## config.mk

```make
export PLATFORM = sky130hd
export DESIGN_NAME = flow_control
export DESIGN_NICKNAME = d
export VERILOG_FILES = /design/src/logic/flow_ctrl_pkg.sv /design/src/logic/flow_control.sv /design/src/logic/loop_unit.sv
export SDC_FILE = /design/constraint.sdc
export NUM_CORES = 1
export LEC_CHECK = 0
export ABC_AREA = 1
export BUFFER_PORTS_ARGS = -buffer_cell sky130_fd_sc_hd__buf_2
export CORE_MARGIN = 5
export CORE_UTILIZATION = 40
export DETAILED_ROUTE_END_ITERATION = 10
export HOLD_SLACK_MARGIN = 0.02
export PLACE_DENSITY_LB_ADDON = 0.08
export SLEW_MARGIN = 10
export SYNTH_ARGS = -nofsm -noshare
export SYNTH_HDL_FRONTEND = slang
export SYNTH_SLANG_ARGS = --single-unit
```

## constraint.sdc

```tcl
create_clock -name ref_clk -period 5.5 [get_ports ref_clk]
set_clock_uncertainty 0.2 [all_clocks]
set_input_delay 0.55 -clock ref_clk [delete_from_list [all_inputs] [get_ports ref_clk]]
set_output_delay 0.55 -clock ref_clk [all_outputs]
set_load 0.1 [all_outputs]
```

## src/logic/flow_ctrl_pkg.sv

```systemverilog
// Purpose: shared constants and types for the program-flow control block
// Assumes: 32-bit program addresses, one processor clock
// Notes: register map of the plain software port
`default_nettype none
package flow_ctrl_pkg;
	localparam int ADDR_W = 32;
	localparam int REG_AW = 4;
	localparam int DELAY_SLOTS = 3;
	localparam logic [1:0] SLOT_LAST = 2'h3;
	localparam logic [1:0] SLOT_FIRST = 2'h1;
	localparam logic [1:0] SLOT_STEP = 2'h1;
	localparam logic [1:0] SLOT_IDLE = 2'h0;
	localparam logic [REG_AW-1:0] OFS_START = 4'h0;
	localparam logic [REG_AW-1:0] OFS_END = 4'h1;
	localparam logic [REG_AW-1:0] OFS_COUNT = 4'h2;
	localparam logic [REG_AW-1:0] OFS_STATUS = 4'h3;
	localparam logic [REG_AW-1:0] OFS_PC = 4'h4;
	localparam logic [ADDR_W-1:0] RESET_PC = 32'h0000_0000;
	localparam logic [ADDR_W-1:0] PC_STEP = 32'h0000_0001;
	localparam logic [ADDR_W-1:0] COUNT_STEP = 32'h0000_0001;
	localparam logic [ADDR_W-1:0] ZERO_WORD = 32'h0000_0000;
	localparam int ST_SINGLE_BIT = 0;
	localparam int ST_BLOCK_BIT = 1;
	localparam int ST_DELAY_BIT = 2;
	localparam int ST_INTOK_BIT = 3;

	// one decoded instruction from the fetch stage
	typedef enum logic [2:0] {
		op_plain,
		op_delayed_branch,
		op_block_repeat,
		op_single_repeat,
		op_register_call
	} op_kind_type;

	typedef struct packed {
		op_kind_type kind;
		logic cond_true;
		logic [ADDR_W-1:0] target;
		logic writes_flags;
		logic new_flag;
	} instr_type;

	typedef struct packed {
		logic [REG_AW-1:0] addr;
		logic [ADDR_W-1:0] wdata;
		logic wr;
		logic rd;
	} reg_req_type;
endpackage : flow_ctrl_pkg
`default_nettype wire

```

## src/logic/flow_control.sv

```systemverilog
// Purpose: program-flow control of a dsp core
// Assumes: one instruction completes per cycle when instr_valid is high
// Notes: delayed branches, block and single repeat, register calls
// Notes on behaviour
// - a delayed branch runs the next three instructions before jumping, no flush.
// - a conditional delayed branch uses flags left by the preceding instruction.
// - block repeat and single repeat both loop with no overhead cycles.
// - loops run from start address, end address and counter registers.
// - repeats load start and end themselves; software loads the counter first.
// - a counter of N at entry gives N+1 passes.
// - at the end of each pass the pc loops back to start or exits.
// - only one set of loop registers exists; software saves them to nest.
// - single repeat fetches its instruction once, freeing the buses.
// - single repeat blocks interrupts; block repeat stays interruptible.
// - a register call jumps to the target address carried in the instruction.
`timescale 1ns/1ps
`default_nettype none
module flow_control (
	input wire logic ref_clk,
	input wire logic resetn,
	input wire logic instr_valid,
	input wire flow_ctrl_pkg::instr_type instr,
	input wire logic [flow_ctrl_pkg::REG_AW-1:0] reg_addr,
	input wire logic [flow_ctrl_pkg::ADDR_W-1:0] reg_wdata,
	input wire logic reg_wr,
	input wire logic reg_rd,
	output logic [flow_ctrl_pkg::ADDR_W-1:0] reg_rdata,
	output logic [flow_ctrl_pkg::ADDR_W-1:0] pc,
	output logic fetch_en,
	output logic int_allowed,
	output logic call_push,
	output logic [flow_ctrl_pkg::ADDR_W-1:0] call_return
);
	typedef enum logic [1:0] {
		mode_idle,
		mode_block,
		mode_single
	} loop_mode_type;

	flow_ctrl_pkg::reg_req_type req;
	logic [flow_ctrl_pkg::ADDR_W-1:0] pc_q, pc_d;
	logic [flow_ctrl_pkg::ADDR_W-1:0] start_q, start_d;
	logic [flow_ctrl_pkg::ADDR_W-1:0] end_q, end_d;
	logic [flow_ctrl_pkg::ADDR_W-1:0] count_q, count_d;
	loop_mode_type mode_q, mode_d;
	logic flag_q, flag_d;
	logic slot_busy_q, slot_busy_d;
	logic [1:0] slot_q, slot_d;
	logic [flow_ctrl_pkg::ADDR_W-1:0] br_target_q, br_target_d;
	logic [flow_ctrl_pkg::ADDR_W-1:0] rdata_q, rdata_d;
	logic push_q, push_d;
	logic [flow_ctrl_pkg::ADDR_W-1:0] ret_q, ret_d;
	logic at_end, take_back;
	logic [flow_ctrl_pkg::ADDR_W-1:0] count_next;
	logic [flow_ctrl_pkg::ADDR_W-1:0] pc_inc;
	logic [flow_ctrl_pkg::ADDR_W-1:0] status_word;
	// decoded strobes of the completing instruction
	logic branch_taken;
	logic call_taken;
	logic block_start;
	logic single_start;
	// registered side outputs
	logic fetch_q, fetch_d;
	logic int_ok_q, int_ok_d;

	assign req.addr = reg_addr;
	assign req.wdata = reg_wdata;
	assign req.wr = reg_wr;
	assign req.rd = reg_rd;
	assign pc_inc = pc_q + flow_ctrl_pkg::PC_STEP;

	loop_unit u_loop (
		.active(mode_q != mode_idle),
		.pc(pc_q),
		.start_addr(start_q),
		.end_addr(end_q),
		.count(count_q),
		.at_end(at_end),
		.take_back(take_back),
		.count_next(count_next)
	);

	always_comb begin
		status_word = flow_ctrl_pkg::ZERO_WORD;
		status_word[flow_ctrl_pkg::ST_SINGLE_BIT] = (mode_q == mode_single);
		status_word[flow_ctrl_pkg::ST_BLOCK_BIT] = (mode_q == mode_block);
		status_word[flow_ctrl_pkg::ST_DELAY_BIT] = slot_busy_q;
		status_word[flow_ctrl_pkg::ST_INTOK_BIT] = (mode_q != mode_single);
	end

	// decode of the completing instruction
	always_comb begin
		branch_taken = 1'b0;
		call_taken = 1'b0;
		block_start = 1'b0;
		single_start = 1'b0;
		if (instr_valid) begin
			unique case (instr.kind)
				flow_ctrl_pkg::op_delayed_branch: begin
					branch_taken = instr.cond_true && flag_q;
				end
				// block repeat entry
				flow_ctrl_pkg::op_block_repeat: begin
					block_start = 1'b1;
				end
				// single repeat entry
				flow_ctrl_pkg::op_single_repeat: begin
					single_start = 1'b1;
				end
				flow_ctrl_pkg::op_register_call: begin
					call_taken = instr.cond_true && flag_q;
				end
				flow_ctrl_pkg::op_plain: begin
				end
				default: begin
				end
			endcase
		end
	end

	// branch group: flag, delay slots, pc
	always_comb begin
		pc_d = pc_q;
		flag_d = flag_q;
		slot_busy_d = slot_busy_q;
		slot_d = slot_q;
		br_target_d = br_target_q;
		if (instr_valid) begin
			pc_d = pc_inc;
			if (instr.writes_flags) begin
				flag_d = instr.new_flag;
			end
			if (slot_busy_q) begin
				slot_d = slot_q + flow_ctrl_pkg::SLOT_STEP;
				if (slot_q == flow_ctrl_pkg::SLOT_LAST) begin
					pc_d = br_target_q;
					slot_busy_d = 1'b0;
				end
			end
			if (branch_taken) begin
				slot_busy_d = 1'b1;
				slot_d = flow_ctrl_pkg::SLOT_FIRST;
				br_target_d = instr.target;
			end
			if (call_taken) begin
				pc_d = instr.target;
			end
			if (take_back) begin
				pc_d = start_q;
			end
		end
	end

	// the one set of loop registers
	always_comb begin
		start_d = start_q;
		end_d = end_q;
		count_d = count_q;
		mode_d = mode_q;
		if (block_start) begin
			// start and end loaded by hardware
			start_d = pc_inc;
			end_d = instr.target;
			mode_d = mode_block;
		end
		if (single_start) begin
			start_d = pc_inc;
			end_d = pc_inc;
			mode_d = mode_single;
		end
		// loop back or exit at end
		if (instr_valid && at_end) begin
			count_d = count_next;
			if (!take_back) begin
				mode_d = mode_idle;
			end
		end
		if (req.wr) begin
			unique case (req.addr)
				flow_ctrl_pkg::OFS_START: start_d = req.wdata;
				flow_ctrl_pkg::OFS_END: end_d = req.wdata;
				flow_ctrl_pkg::OFS_COUNT: count_d = req.wdata;
				default: begin
				end
			endcase
		end
	end

	// call group: return address and push pulse
	always_comb begin
		push_d = call_taken;
		ret_d = ret_q;
		if (call_taken) begin
			ret_d = pc_inc;
		end
	end

	// side outputs follow the next loop mode
	always_comb begin
		int_ok_d = (mode_d != mode_single);
		// no refetch while single repeat runs
		fetch_d = (mode_d != mode_single);
	end

	always_comb begin
		rdata_d = flow_ctrl_pkg::ZERO_WORD;
		if (req.rd) begin
			unique case (req.addr)
				flow_ctrl_pkg::OFS_START: rdata_d = start_q;
				flow_ctrl_pkg::OFS_END: rdata_d = end_q;
				flow_ctrl_pkg::OFS_COUNT: rdata_d = count_q;
				flow_ctrl_pkg::OFS_STATUS: rdata_d = status_word;
				flow_ctrl_pkg::OFS_PC: rdata_d = pc_q;
				default: rdata_d = flow_ctrl_pkg::ZERO_WORD;
			endcase
		end
	end

	// branch group registers
	always_ff @(posedge ref_clk or negedge resetn) begin
		if (!resetn) begin
			pc_q <= flow_ctrl_pkg::RESET_PC;
			flag_q <= 1'b0;
			slot_busy_q <= 1'b0;
			slot_q <= flow_ctrl_pkg::SLOT_IDLE;
			br_target_q <= flow_ctrl_pkg::ZERO_WORD;
		end else begin
			pc_q <= pc_d;
			flag_q <= flag_d;
			slot_busy_q <= slot_busy_d;
			slot_q <= slot_d;
			br_target_q <= br_target_d;
		end
	end

	// loop registers
	always_ff @(posedge ref_clk or negedge resetn) begin
		if (!resetn) begin
			start_q <= flow_ctrl_pkg::ZERO_WORD;
			end_q <= flow_ctrl_pkg::ZERO_WORD;
			count_q <= flow_ctrl_pkg::ZERO_WORD;
			mode_q <= mode_idle;
		end else begin
			start_q <= start_d;
			end_q <= end_d;
			count_q <= count_d;
			mode_q <= mode_d;
		end
	end

	// call registers
	always_ff @(posedge ref_clk or negedge resetn) begin
		if (!resetn) begin
			push_q <= 1'b0;
			ret_q <= flow_ctrl_pkg::ZERO_WORD;
		end else begin
			push_q <= push_d;
			ret_q <= ret_d;
		end
	end

	// side output registers
	always_ff @(posedge ref_clk or negedge resetn) begin
		if (!resetn) begin
			int_ok_q <= 1'b1;
			fetch_q <= 1'b1;
		end else begin
			int_ok_q <= int_ok_d;
			fetch_q <= fetch_d;
		end
	end

	// read data register
	always_ff @(posedge ref_clk or negedge resetn) begin
		if (!resetn) begin
			rdata_q <= flow_ctrl_pkg::ZERO_WORD;
		end else begin
			rdata_q <= rdata_d;
		end
	end

	assign reg_rdata = rdata_q;
	assign pc = pc_q;
	assign fetch_en = fetch_q;
	assign int_allowed = int_ok_q;
	assign call_push = push_q;
	assign call_return = ret_q;
endmodule : flow_control
`default_nettype wire

```

## src/logic/loop_unit.sv

```systemverilog
// Purpose: loop-back decision for block and single repeat
// Assumes: counter loaded by software before the repeat starts
// Notes: purely combinational, used once per completed instruction
`timescale 1ns/1ps
`default_nettype none
module loop_unit (
	input wire logic active,
	input wire logic [flow_ctrl_pkg::ADDR_W-1:0] pc,
	input wire logic [flow_ctrl_pkg::ADDR_W-1:0] start_addr,
	input wire logic [flow_ctrl_pkg::ADDR_W-1:0] end_addr,
	input wire logic [flow_ctrl_pkg::ADDR_W-1:0] count,
	output logic at_end,
	output logic take_back,
	output logic [flow_ctrl_pkg::ADDR_W-1:0] count_next
);
	always_comb begin
		at_end = active && (pc == end_addr);
		take_back = at_end && (count != flow_ctrl_pkg::ZERO_WORD);
		count_next = take_back ? count - flow_ctrl_pkg::COUNT_STEP : count;
	end
endmodule : loop_unit
`default_nettype wire

```

Word level (Yosys, flattened, before mapping) --
Index checks and enable logic that the tools add are counted.
Cells by class: add/subtract/negate cells 3, equality and inequality tests 14, mux-type cells 35, reduce and logical (&&, ||, !) cells 11
Operator list (number):
- 2-to-1 mux 32 bit | 17
- one-hot mux 32 bit (5 select lines) | 1
- adder 32 x 1 -> 32 bit (second input constant) | 1
- equality test 32 bit | 1
- nonzero test 32 bit | 1
- subtractor 32 x 1 -> 32 bit (second input constant) | 1
- 2-to-1 mux 2 bit | 6
- 2-to-1 mux 1 bit | 11
- equality test 4 x 2 -> 1 bit (second input constant) | 2
- equality test 3 x 2 -> 1 bit (second input constant) | 2
- AND reduction 2 bit | 3
- equality test 2 bit (second input constant) | 2
- equality test 4 x 1 -> 1 bit (second input constant) | 1
- equality test 4 x 3 -> 1 bit (second input constant) | 1
- logical AND 1 bit | 4
- logical NOT 4 bit | 1
- != test 2 bit (second input constant) | 2
- nonzero test 2 bit | 2
- equality test 3 x 1 -> 1 bit (second input constant) | 1
- equality test 3 bit (second input constant) | 1
- adder 2 x 1 -> 2 bit (second input constant) | 1
- equality test 2 x 1 -> 1 bit (second input constant) | 1
Word-level totals: bits in registers 232, output and inout port bits 99, logic and storage cells 76

Longest topological paths before layout --
Gate-level depths: netlist of run 1.
depth in word-level cells 8, gate-level depth with buffers 16, depth with buffers taken out 15

Hierarchy --
A second synthesis of run 1 with hierarchy kept.
Unflattened totals: cells, all modules 2143, area total of the unflattened synthesis 14636.5 um^2
Modules (own cells, without submodules):
- flow_control | times used 1, cells each 1609, area each 12319.3 um^2, seq. area each 5806.8 um^2
- loop_unit | times used 1, cells each 534, area each 2317.2 um^2, seq. area each 0.0 um^2

Worst setup path after synthesis of run 1 --
Ideal clock, no wire load.
path type reg2reg, from register pc_q, in the netlist pc[0], to register pc_q, in the netlist pc[20], setup time 0.125 ns, arrival 2.495 ns, data required time 5.175 ns, setup slack 2.679 ns, stages on the path, launching flop included 14, buffers on the path 0, clock period less this slack 2.821 ns, cells stage by stage dfrtp_1 ha_1 nand2_1 nor2_2 nand2_2 nor2_4 nand2_1 nor2_1 xor2_1 nand2_1 nand2_1 nand3_1 nand2_1 o21ai_1
On the way: word-level cells in the longest chain between the ends 5
RTL lines:
- start: declaration | RTL line flow_control.sv:41 | logic [flow_ctrl_pkg::ADDR_W-1:0] pc_q, pc_d;
- start signal: assignment | RTL line flow_control.sv:222 | pc_q <= flow_ctrl_pkg::RESET_PC;
- start signal: assignment | RTL line flow_control.sv:228 | pc_q <= pc_d;
- adder 32 x 1 -> 32 bit | RTL line flow_control.sv:70 | assign pc_inc = pc_q + flow_ctrl_pkg::PC_STEP;
- 2-to-1 mux 32 bit | RTL line flow_control.sv:135 | if (slot_q == flow_ctrl_pkg::SLOT_LAST) begin
- 2-to-1 mux 32 bit | RTL line flow_control.sv:133 | if (slot_busy_q) begin
- 2-to-1 mux 32 bit | RTL line flow_control.sv:145 | if (call_taken) begin
- 2-to-1 mux 32 bit (*) | RTL line flow_control.sv:148 | if (take_back) begin
Every way passes the cells marked *; elsewhere a longest branch is shown, timed or not. A chain may end at the register's enable or synchronous reset.

Worst setup path in the final report of run 1 --
from register pc_q, in the netlist pc[3], to register count_q[20] (netlist name)
On the way: word-level cells in the longest chain between the ends 7
RTL lines:
- equality test 32 bit (*) | RTL line loop_unit.sv:17 | at_end = active && (pc == end_addr);
- logical AND 1 bit (*) | RTL line loop_unit.sv:17
- logical AND 1 bit | RTL line loop_unit.sv:18 | take_back = at_end && (count != flow_ctrl_pkg::ZERO_WORD);
- 2-to-1 mux 32 bit | RTL line loop_unit.sv:19 | count_next = take_back ? count - flow_ctrl_pkg::COUNT_STEP : count;
- 2-to-1 mux 32 bit (*) | RTL line flow_control.sv:172 | if (instr_valid && at_end) begin
- 2-to-1 mux 32 bit | RTL line flow_control.sv:179 | unique case (req.addr)
- 2-to-1 mux 32 bit (*) | RTL line flow_control.sv:178 | if (req.wr) begin
- via count_d, one bit | RTL line flow_control.sv:44 | logic [flow_ctrl_pkg::ADDR_W-1:0] count_q, count_d;
- end signal: assignment | RTL line flow_control.sv:241 | count_q <= flow_ctrl_pkg::ZERO_WORD;
- end signal: assignment | RTL line flow_control.sv:246 | count_q <= count_d;
- end: declaration | RTL line flow_control.sv:44
Mark *: on every way through the listed nets, which the timed path passes. The rest lies on a longest branch.

==> impl_summary.txt, run 1 <==
----------------------------------------------------
[Outcome]
  Result of the run ... completed

[Timing]
  Max-slew violation total from the final report ... 0
  Tmin final ... 3.27 ns
  RSZ-0062 raised after global routing ... no
  Fmax achieved ... 0.306 GHz
  Total setup violations reported at the end of the flow ... 0
  Endpoints failing hold ... 0
  Tcrit/Tclk final ... 59.4%
  Normalized max-slew margin ... 17.3%
  Transition time at the pin with the least slew margin ... 1.24 ns
  Summed negative setup slack over all endpoints ... 0 ns

[Worst setup path]
  CP endpoint kind ... register
  Arrival time at the worst endpoint ... 3.51 ns
  Setup crit start kind ... register
  Critical path type ... reg -> reg
  Req. time, crit path ... 5.75 ns
  Top fanout value on the critical path ... 11

[Pwr]
  Leakage power ... 8.22 nW
  Power density over the cells ... 527 nW/um^2
  Worst IR Drop VDD ... 546 uV
  Final total power ... 8.67 mW

[Detailed routing]
  Number of detailed-route iterations in the first pass ... 5
  Iteration-0 DRC Markers ... 1380
  Residual DRC count ... 0
  Post-Route WL ... 64600 microns
  Remaining antenna violation count after routing ... 0
  Wire per inst ... 24.6 microns
  Number of vias after detailed routing ... 14906
  Average vias per placed instance ... 5.67

[Global route]
  Overflow left after global routing ... 0
  Largest net degree at the start of global routing ... 134
  Number of antenna violations at the first check in global routing ... 0
  Number of global-route vias before repair ... 14387
  Aggregate global-route resource usage ... 32.2%
  Wire length of the first global-routing pass ... 95200 microns

[Die]
  Count of standard-cell rows ... 69
  Total die area ... 39600 sq um
  Die Y-Extent ... 199 microns
  Initial cell density of the core ... 40.3%
  Die Width ... 199 microns
  Number of placed I/O pins ... 178
  Area of the core ... 35400 sq um

[Placed design]
  # port buffers ... 177
  DP HPWL ... 48900 microns
  Post-placement cell count ... 2576
  Global placer's final weighted congestion ... 0.986

[Synth]
  Mapped Cells ... 2014
  Ranking of synthesized cells by area ... sky130_fd_sc_hd__dfrtp_1, sky130_fd_sc_hd__nand2_1, sky130_fd_sc_hd__nor2_1, sky130_fd_sc_hd__inv_1, sky130_fd_sc_hd__o21ai_0
  Synth Net Count ... 2097
  Mapped Area ... 14300 sq um
  Area share of the largest cell type after synthesis ... 40.5%
  Netlist cell types ... 53
  Yosys top cell by area ... sky130_fd_sc_hd__dfrtp_1
  Flop and latch count out of synthesis ... 232
  Yosys warning count ... 0
  Sequential cell area fraction in the yosys report ... 40.7%
  Syn Area/Cell ... 7.09 sq um

[Clock tree]
  Post-CTS sizing ... 0
  CTS Root Cell ... sky130_fd_sc_hd__clkbuf_16
  Clock tree from TritonCTS ... done
  CTS Buf Count ... 29
  Htree depth ... 1
  Largest buffer count on any clock path ... 3
  CTS Sinks ... 232
  Worst-path clk slew ... 0.07 ns
  Insertion delay to the later sink of the worst-skew pair ... 0.58 ns

[Run]
  Max-cap violations ... 0

[Cells and area]
  NumNets Final ... 2232
  Area grow syn2layout ... 15.3%
  Antenna diode instance count ... 0
  Most frequent cells in the layout ... sky130_fd_sc_hd__nand2_1, sky130_fd_sc_hd__nor2_1, sky130_fd_sc_hd__dfrtp_1
  Layout Cells excl Fill ... 2631
  Post-layout util ... 46.5%
  Share of final-layout standard cells stronger than drive strength 1 ... 16.8%
  Number of inserted filler cells in the final layout ... 3776
  Leading cell type in the layout, fill and taps excluded ... sky130_fd_sc_hd__nand2_1

[Min path]
  Classification of the worst-slack hold path ... in -> reg

----------------------------------------------------
state kept, by name, summed over array words and instances, names as in the netlist:
register / flops
end_q: 32
br_target_q: 32
flag_q: 1
mode_q: 2
count_q: 32
call_push: 1
start_q: 32
int_allowed: 1
reg_rdata: 32
slot_q: 2
call_return: 32
pc: 32
slot_busy_q: 1
through the flow:
stage                     setup WS (ns)  hold WS (ns)  area (sq um)
after detailed placement           2.13         0.265         15500
after floorplan                    2.68        0.0544         14300
after global placement             2.21         0.263         15500
final                              2.23        0.0426         16500
after global routing               1.99        0.0433         16500
after CTS                          2.36        0.0220         16500
final timing paths:
kind,startpoint,endpoint,slack (ns),cells after the start
worst max register to register,pc[3],count_q[20],2.23,13
worst max-delay path,pc[3],count_q[20],2.23,13
max in group asynchronous,resetn,count_q[0],3.42,3
min in group asynchronous,resetn,call_push,0.38,2
worst min-delay path,reg_wdata[21],count_q[21],0.04,3
worst min register to register,call_return[8],call_return[8],0.28,2
cells in the mapped netlist, drive strengths merged:
library cell,n
a211oi,1
a21oi,81
a221oi,45
a22oi,9
a31oi,16
and2,4
buf,38
clkbuf,56
clkinv,2
dfrtp,231
dfstp,1
ha,4
inv,224
mux2,9
nand2,562
nand3,89
nand3b,3
nand4,47
nor2,308
nor3,21
nor4,1
o211a,1
o211ai,23
o21ai,140
o21bai,2
o221ai,6
o22ai,67
o32ai,1
or2,5
xnor2,1
xor2,16
power by group:
group          leakage, nW  internal (mW)  switching [mW]
Combinational         4.84          0.843            3.09
Sequential            2.90           2.16           0.640
Clock                0.472           1.12           0.825
Total                 8.22           4.12            4.55
layout make-up:
| type | count | area [sq um] | area share, % |
|---|---|---|---|
| well taps | 461 | 577 | 3.50 |
| clock inverters | 13 | 106 | 0.646 |
| repair buffers | 198 | 1070 | 6.52 |
| multi-input cells | 1462 | 7200 | 43.8 |
| flip-flops and latches | 232 | 5810 | 35.3 |
| clock buffers | 39 | 843 | 5.12 |
| inverters | 226 | 848 | 5.15 |
cell families after synthesis:
family	after synthesis	synth area share, %
and+or+nand+nor	1040	31.2
AOI/OAI and AO/OA	392	17.0
buffers and inverters	320	8.96
DFF	232	40.7
xor gates and xnor gates	17	1.04
muxes	9	0.710
adders and majority gates	4	0.351
metal layers:
metal / global-route usage [%] / up-vias / routed length (microns)
li1: - / 6930 / -
met1: 42.2 / 7114 / 26400
met2: 53.2 / 700 / 30100
met3: 4.34 / 162 / 4420
met4: 14.8 / 0 / 3680
met5: 0 / - / 0
critical path: stages, from the launching register on:
cell	delay, ns
sky130_fd_sc_hd__dfrtp_1	0.53
sky130_fd_sc_hd__inv_2	0.15
sky130_fd_sc_hd__nand2_1	0.09
sky130_fd_sc_hd__nand2_1	0.17
sky130_fd_sc_hd__nor2_1	0.15
sky130_fd_sc_hd__nand2_1	0.06
sky130_fd_sc_hd__nor2_1	0.12
sky130_fd_sc_hd__nand2_1	0.08
sky130_fd_sc_hd__nor2_2	0.16
sky130_fd_sc_hd__nand3_1	0.09
sky130_fd_sc_hd__nor2_1	0.95
sky130_fd_sc_hd__nand3_1	0.19
sky130_fd_sc_hd__nand2_1	0.13
sky130_fd_sc_hd__a21oi_1	0.06
timing repair:
| item | 4_1_cts | 5_1_grt |
|---|---|---|
| setup buffers | 0 | 0 |
| endpoints found under the hold margin | 99 | 0 |
| hold buffers | 3 | 0 |
Note: power is estimated with default switching activity, not from simulation.
==> inputs of run 2 (changes only) <==
==> constraint.sdc (replaced) <==
create_clock -name ref_clk -period 2.7 [get_ports ref_clk]
set_clock_uncertainty 0.2 [all_clocks]
set_input_delay 0.27 -clock ref_clk [delete_from_list [all_inputs] [get_ports ref_clk]]
set_output_delay 0.27 -clock ref_clk [all_outputs]
set_load 0.1 [all_outputs]
==> run 2 against run 1 <==
- fmax increased by 26%
- register-to-register slack got worse by 2.1 ns
- clock-buffer cell count down 2
- flip-flop and latch count unchanged
- clock power increased by 110%
- setup slack lost 2.1 ns
- largest cell class unchanged
- final area up 11%
- critical endpoint is now pc[23]
- sequential share of layout area decreased by 3.4 points
- wire length rose by 5.1%
- critical path depth fell by 2
- worst hold slack better by 0.047 ns
==> impl_summary.txt, run 2 (synthesis gave the netlist of run 1 again) <==
----------------------------------------------------
[Cells and area]
  Post-layout util ... 51.6% (was 46.5%)
  Footprint of the flip-flops and latches ... 5810 sq um (about the same)
  Share of final-layout standard cells stronger than drive strength 1 ... 20.9% (was 16.8%)
  Number of inserted filler cells in the final layout ... 3588 (was 3776)
  Leading cell type in the layout, fill and taps excluded ... sky130_fd_sc_hd__nand2_1 (unchanged)
  Multi-input combinational cell area ... 7260 sq um (was 7200 sq um)
  Final Instance Area ... 18200 sq um (was 16500 sq um)
  Area grow syn2layout ... 27.8% (was 15.3%)
  NumNets Final ... 2416 (was 2232)
  Antenna diode instance count ... 0 (unchanged)
  Most frequent cells in the layout ... sky130_fd_sc_hd__nand2_1, sky130_fd_sc_hd__nor2_1, sky130_fd_sc_hd__dfrtp_1 (unchanged)

[Die]
  Initial cell density of the core ... 40.3% (unchanged)
  Total die area ... 39600 sq um (unchanged)
  Number of placed I/O pins ... 178 (unchanged)
  Die Y-Extent ... 199 microns (unchanged)
  Die Width ... 199 microns (unchanged)
  Count of standard-cell rows ... 69 (unchanged)
  Area of the core ... 35400 sq um (unchanged)

[Timing]
  Fmax achieved ... 0.385 GHz (was 0.306 GHz)
  Normalized max-slew margin ... 48.7% (was 17.3%)
  Transition time at the pin with the least slew margin ... 0.769 ns (was 1.24 ns)
  Summed negative setup slack over all endpoints ... 0 ns (unchanged)
  Total setup violations reported at the end of the flow ... 0 (unchanged)
  Max-slew violation total from the final report ... 0 (unchanged)
  Endpoints failing hold ... 0 (unchanged)
  Tcrit/Tclk final ... 96.2% (was 59.4%)
  RSZ-0062 raised after global routing ... no (unchanged)
  Tmin final ... 2.60 ns (was 3.27 ns)

[Global route]
  Number of antenna violations at the first check in global routing ... 0 (unchanged)
  Overflow left after global routing ... 0 (unchanged)
  Aggregate global-route resource usage ... 34.0% (was 32.2%)
  Number of global-route vias before repair ... 15545 (was 14387)
  Wire length of the first global-routing pass ... 99700 microns (was 95200 microns)
  Largest net degree at the start of global routing ... 68 (was 134)

[Clock tree]
  Insertion delay to the later sink of the worst-skew pair ... 0.59 ns (was 0.58 ns)
  CTS Sinks ... 232 (unchanged)
  Worst-path clk slew ... 0.06 ns (was 0.07 ns)
  CTS Buf Count ... 29 (unchanged)
  Largest buffer count on any clock path ... 3 (unchanged)
  Clock tree from TritonCTS ... done (unchanged)
  Htree depth ... 1 (unchanged)
  CTS Root Cell ... sky130_fd_sc_hd__clkbuf_16 (unchanged)

[Detailed routing]
  Number of vias after detailed routing ... 15691 (was 14906)
  Wire per inst ... 24.1 microns (was 24.6 microns)
  Post-Route WL ... 67900 microns (was 64600 microns)
  Residual DRC count ... 0 (unchanged)
  Average vias per placed instance ... 5.57 (was 5.67)
  Number of detailed-route iterations in the first pass ... 6 (was 5)
  Iteration-0 DRC Markers ... 1375 (was 1380)
  Remaining antenna violation count after routing ... 0 (unchanged)

[Pwr]
  Worst IR Drop VDD ... 1000 uV (was 546 uV)
  Final total power ... 18.6 mW (was 8.67 mW)
  Power density over the cells ... 1020 nW/um^2 (was 527 nW/um^2)
  Leakage power ... 9.12 nW (was 8.22 nW)

[Outcome]
  Result of the run ... completed (unchanged)

[Min path]
  Classification of the worst-slack hold path ... in -> async (was in -> reg)

[Worst setup path]
  Req. time, crit path ... 2.94 ns (was 5.75 ns)
  CP endpoint kind ... register (unchanged)
  Worst r2r path cells ... 11 (was 13)
  Critical path type ... reg -> reg (unchanged)
  Slack of the worst reg-to-reg path ... 0.10 ns (was 2.23 ns)
  Arrival time at the worst endpoint ... 2.83 ns (was 3.51 ns)
  Top fanout value on the critical path ... 6 (was 11)
  Setup crit start kind ... register (unchanged)

[Placed design]
  DP HPWL ... 52100 microns (was 48900 microns)
  # port buffers ... 177 (unchanged)
  Cell Area, Placed ... 16400 sq um (was 15500 sq um)
  Global placer's final weighted congestion ... 0.995 (was 0.986)

[Run]
  Max-cap violations ... 0 (unchanged)

----------------------------------------------------
## run 2: report_power, final
part | switching, mW | internal [mW]
registers | 1.05 | 4.41
logic | 6.75 | 2.25
clock network | 1.72 | 2.42
## run 2: final cells by class
cell class,count,share of cell area [%]
Multi-Input combinational cell,1463,39.8
Sequential cell,232,31.8
Timing Repair Buffer,381,15.1
Inverter,226,4.66
Clock buffer,37,4.47
Tap cell,461,3.16
Clock inverter,16,0.981
## run 2: through the flow
step / hold WS (ns) / cells / setup slack (ns)
after floorplan: -0.226 / 2014 / 0.0154
after global placement: 0.0991 / 2686 / 0.0191
after detailed placement: 0.0996 / 2686 / 0.0182
after CTS: 0.0758 / 2814 / 0.0781
after global routing: 0.138 / 2816 / 0.00246
final: 0.0896 / 2816 / 0.101
## run 2: layer usage
| layer | wire (microns) | GRT usage, % |
|---|---|---|
| met1 | 27100 | 42.8 |
| met2 | 32100 | 57.1 |
| met3 | 4810 | 5.62 |
| met4 | 3970 | 15.9 |
| met5 | 0 | 0 |
## run 2: critical path, cell delays in order (launching register included)
cell and delay, ns:
sky130_fd_sc_hd__dfrtp_1 0.46, sky130_fd_sc_hd__nand3_1 0.30, sky130_fd_sc_hd__inv_2 0.21, sky130_fd_sc_hd__nand3b_1 0.30, sky130_fd_sc_hd__nor2_2 0.27, sky130_fd_sc_hd__nand2_1 0.08, sky130_fd_sc_hd__nand2_1 0.09, sky130_fd_sc_hd__nand2_1 0.13
sky130_fd_sc_hd__o21ai_0 0.18, sky130_fd_sc_hd__nand3_1 0.08, sky130_fd_sc_hd__nand3_1 0.07, sky130_fd_sc_hd__o21ai_1 0.07
## run 2: worst paths after layout
path	startpoint	end
max in group asynchronous	resetn	pc[1]
min in group ref_clk	reg_wr	count_q[9]
max reg2reg	pc[2]	pc[23]
min	resetn	pc[16]
max	pc[2]	pc[23]
min reg2reg	call_return[8]	call_return[8]
## run 2: what timing repair did
item                                    4_1_cts  5_1_grt
gates cloned                                  0        1
hold buffers                                 75        0
pin swaps                                     0        2
resized for setup                             2       14
endpoints found under the setup margin        2       32
hold endpoints to repair                    396        0
buffers inserted                              0        1
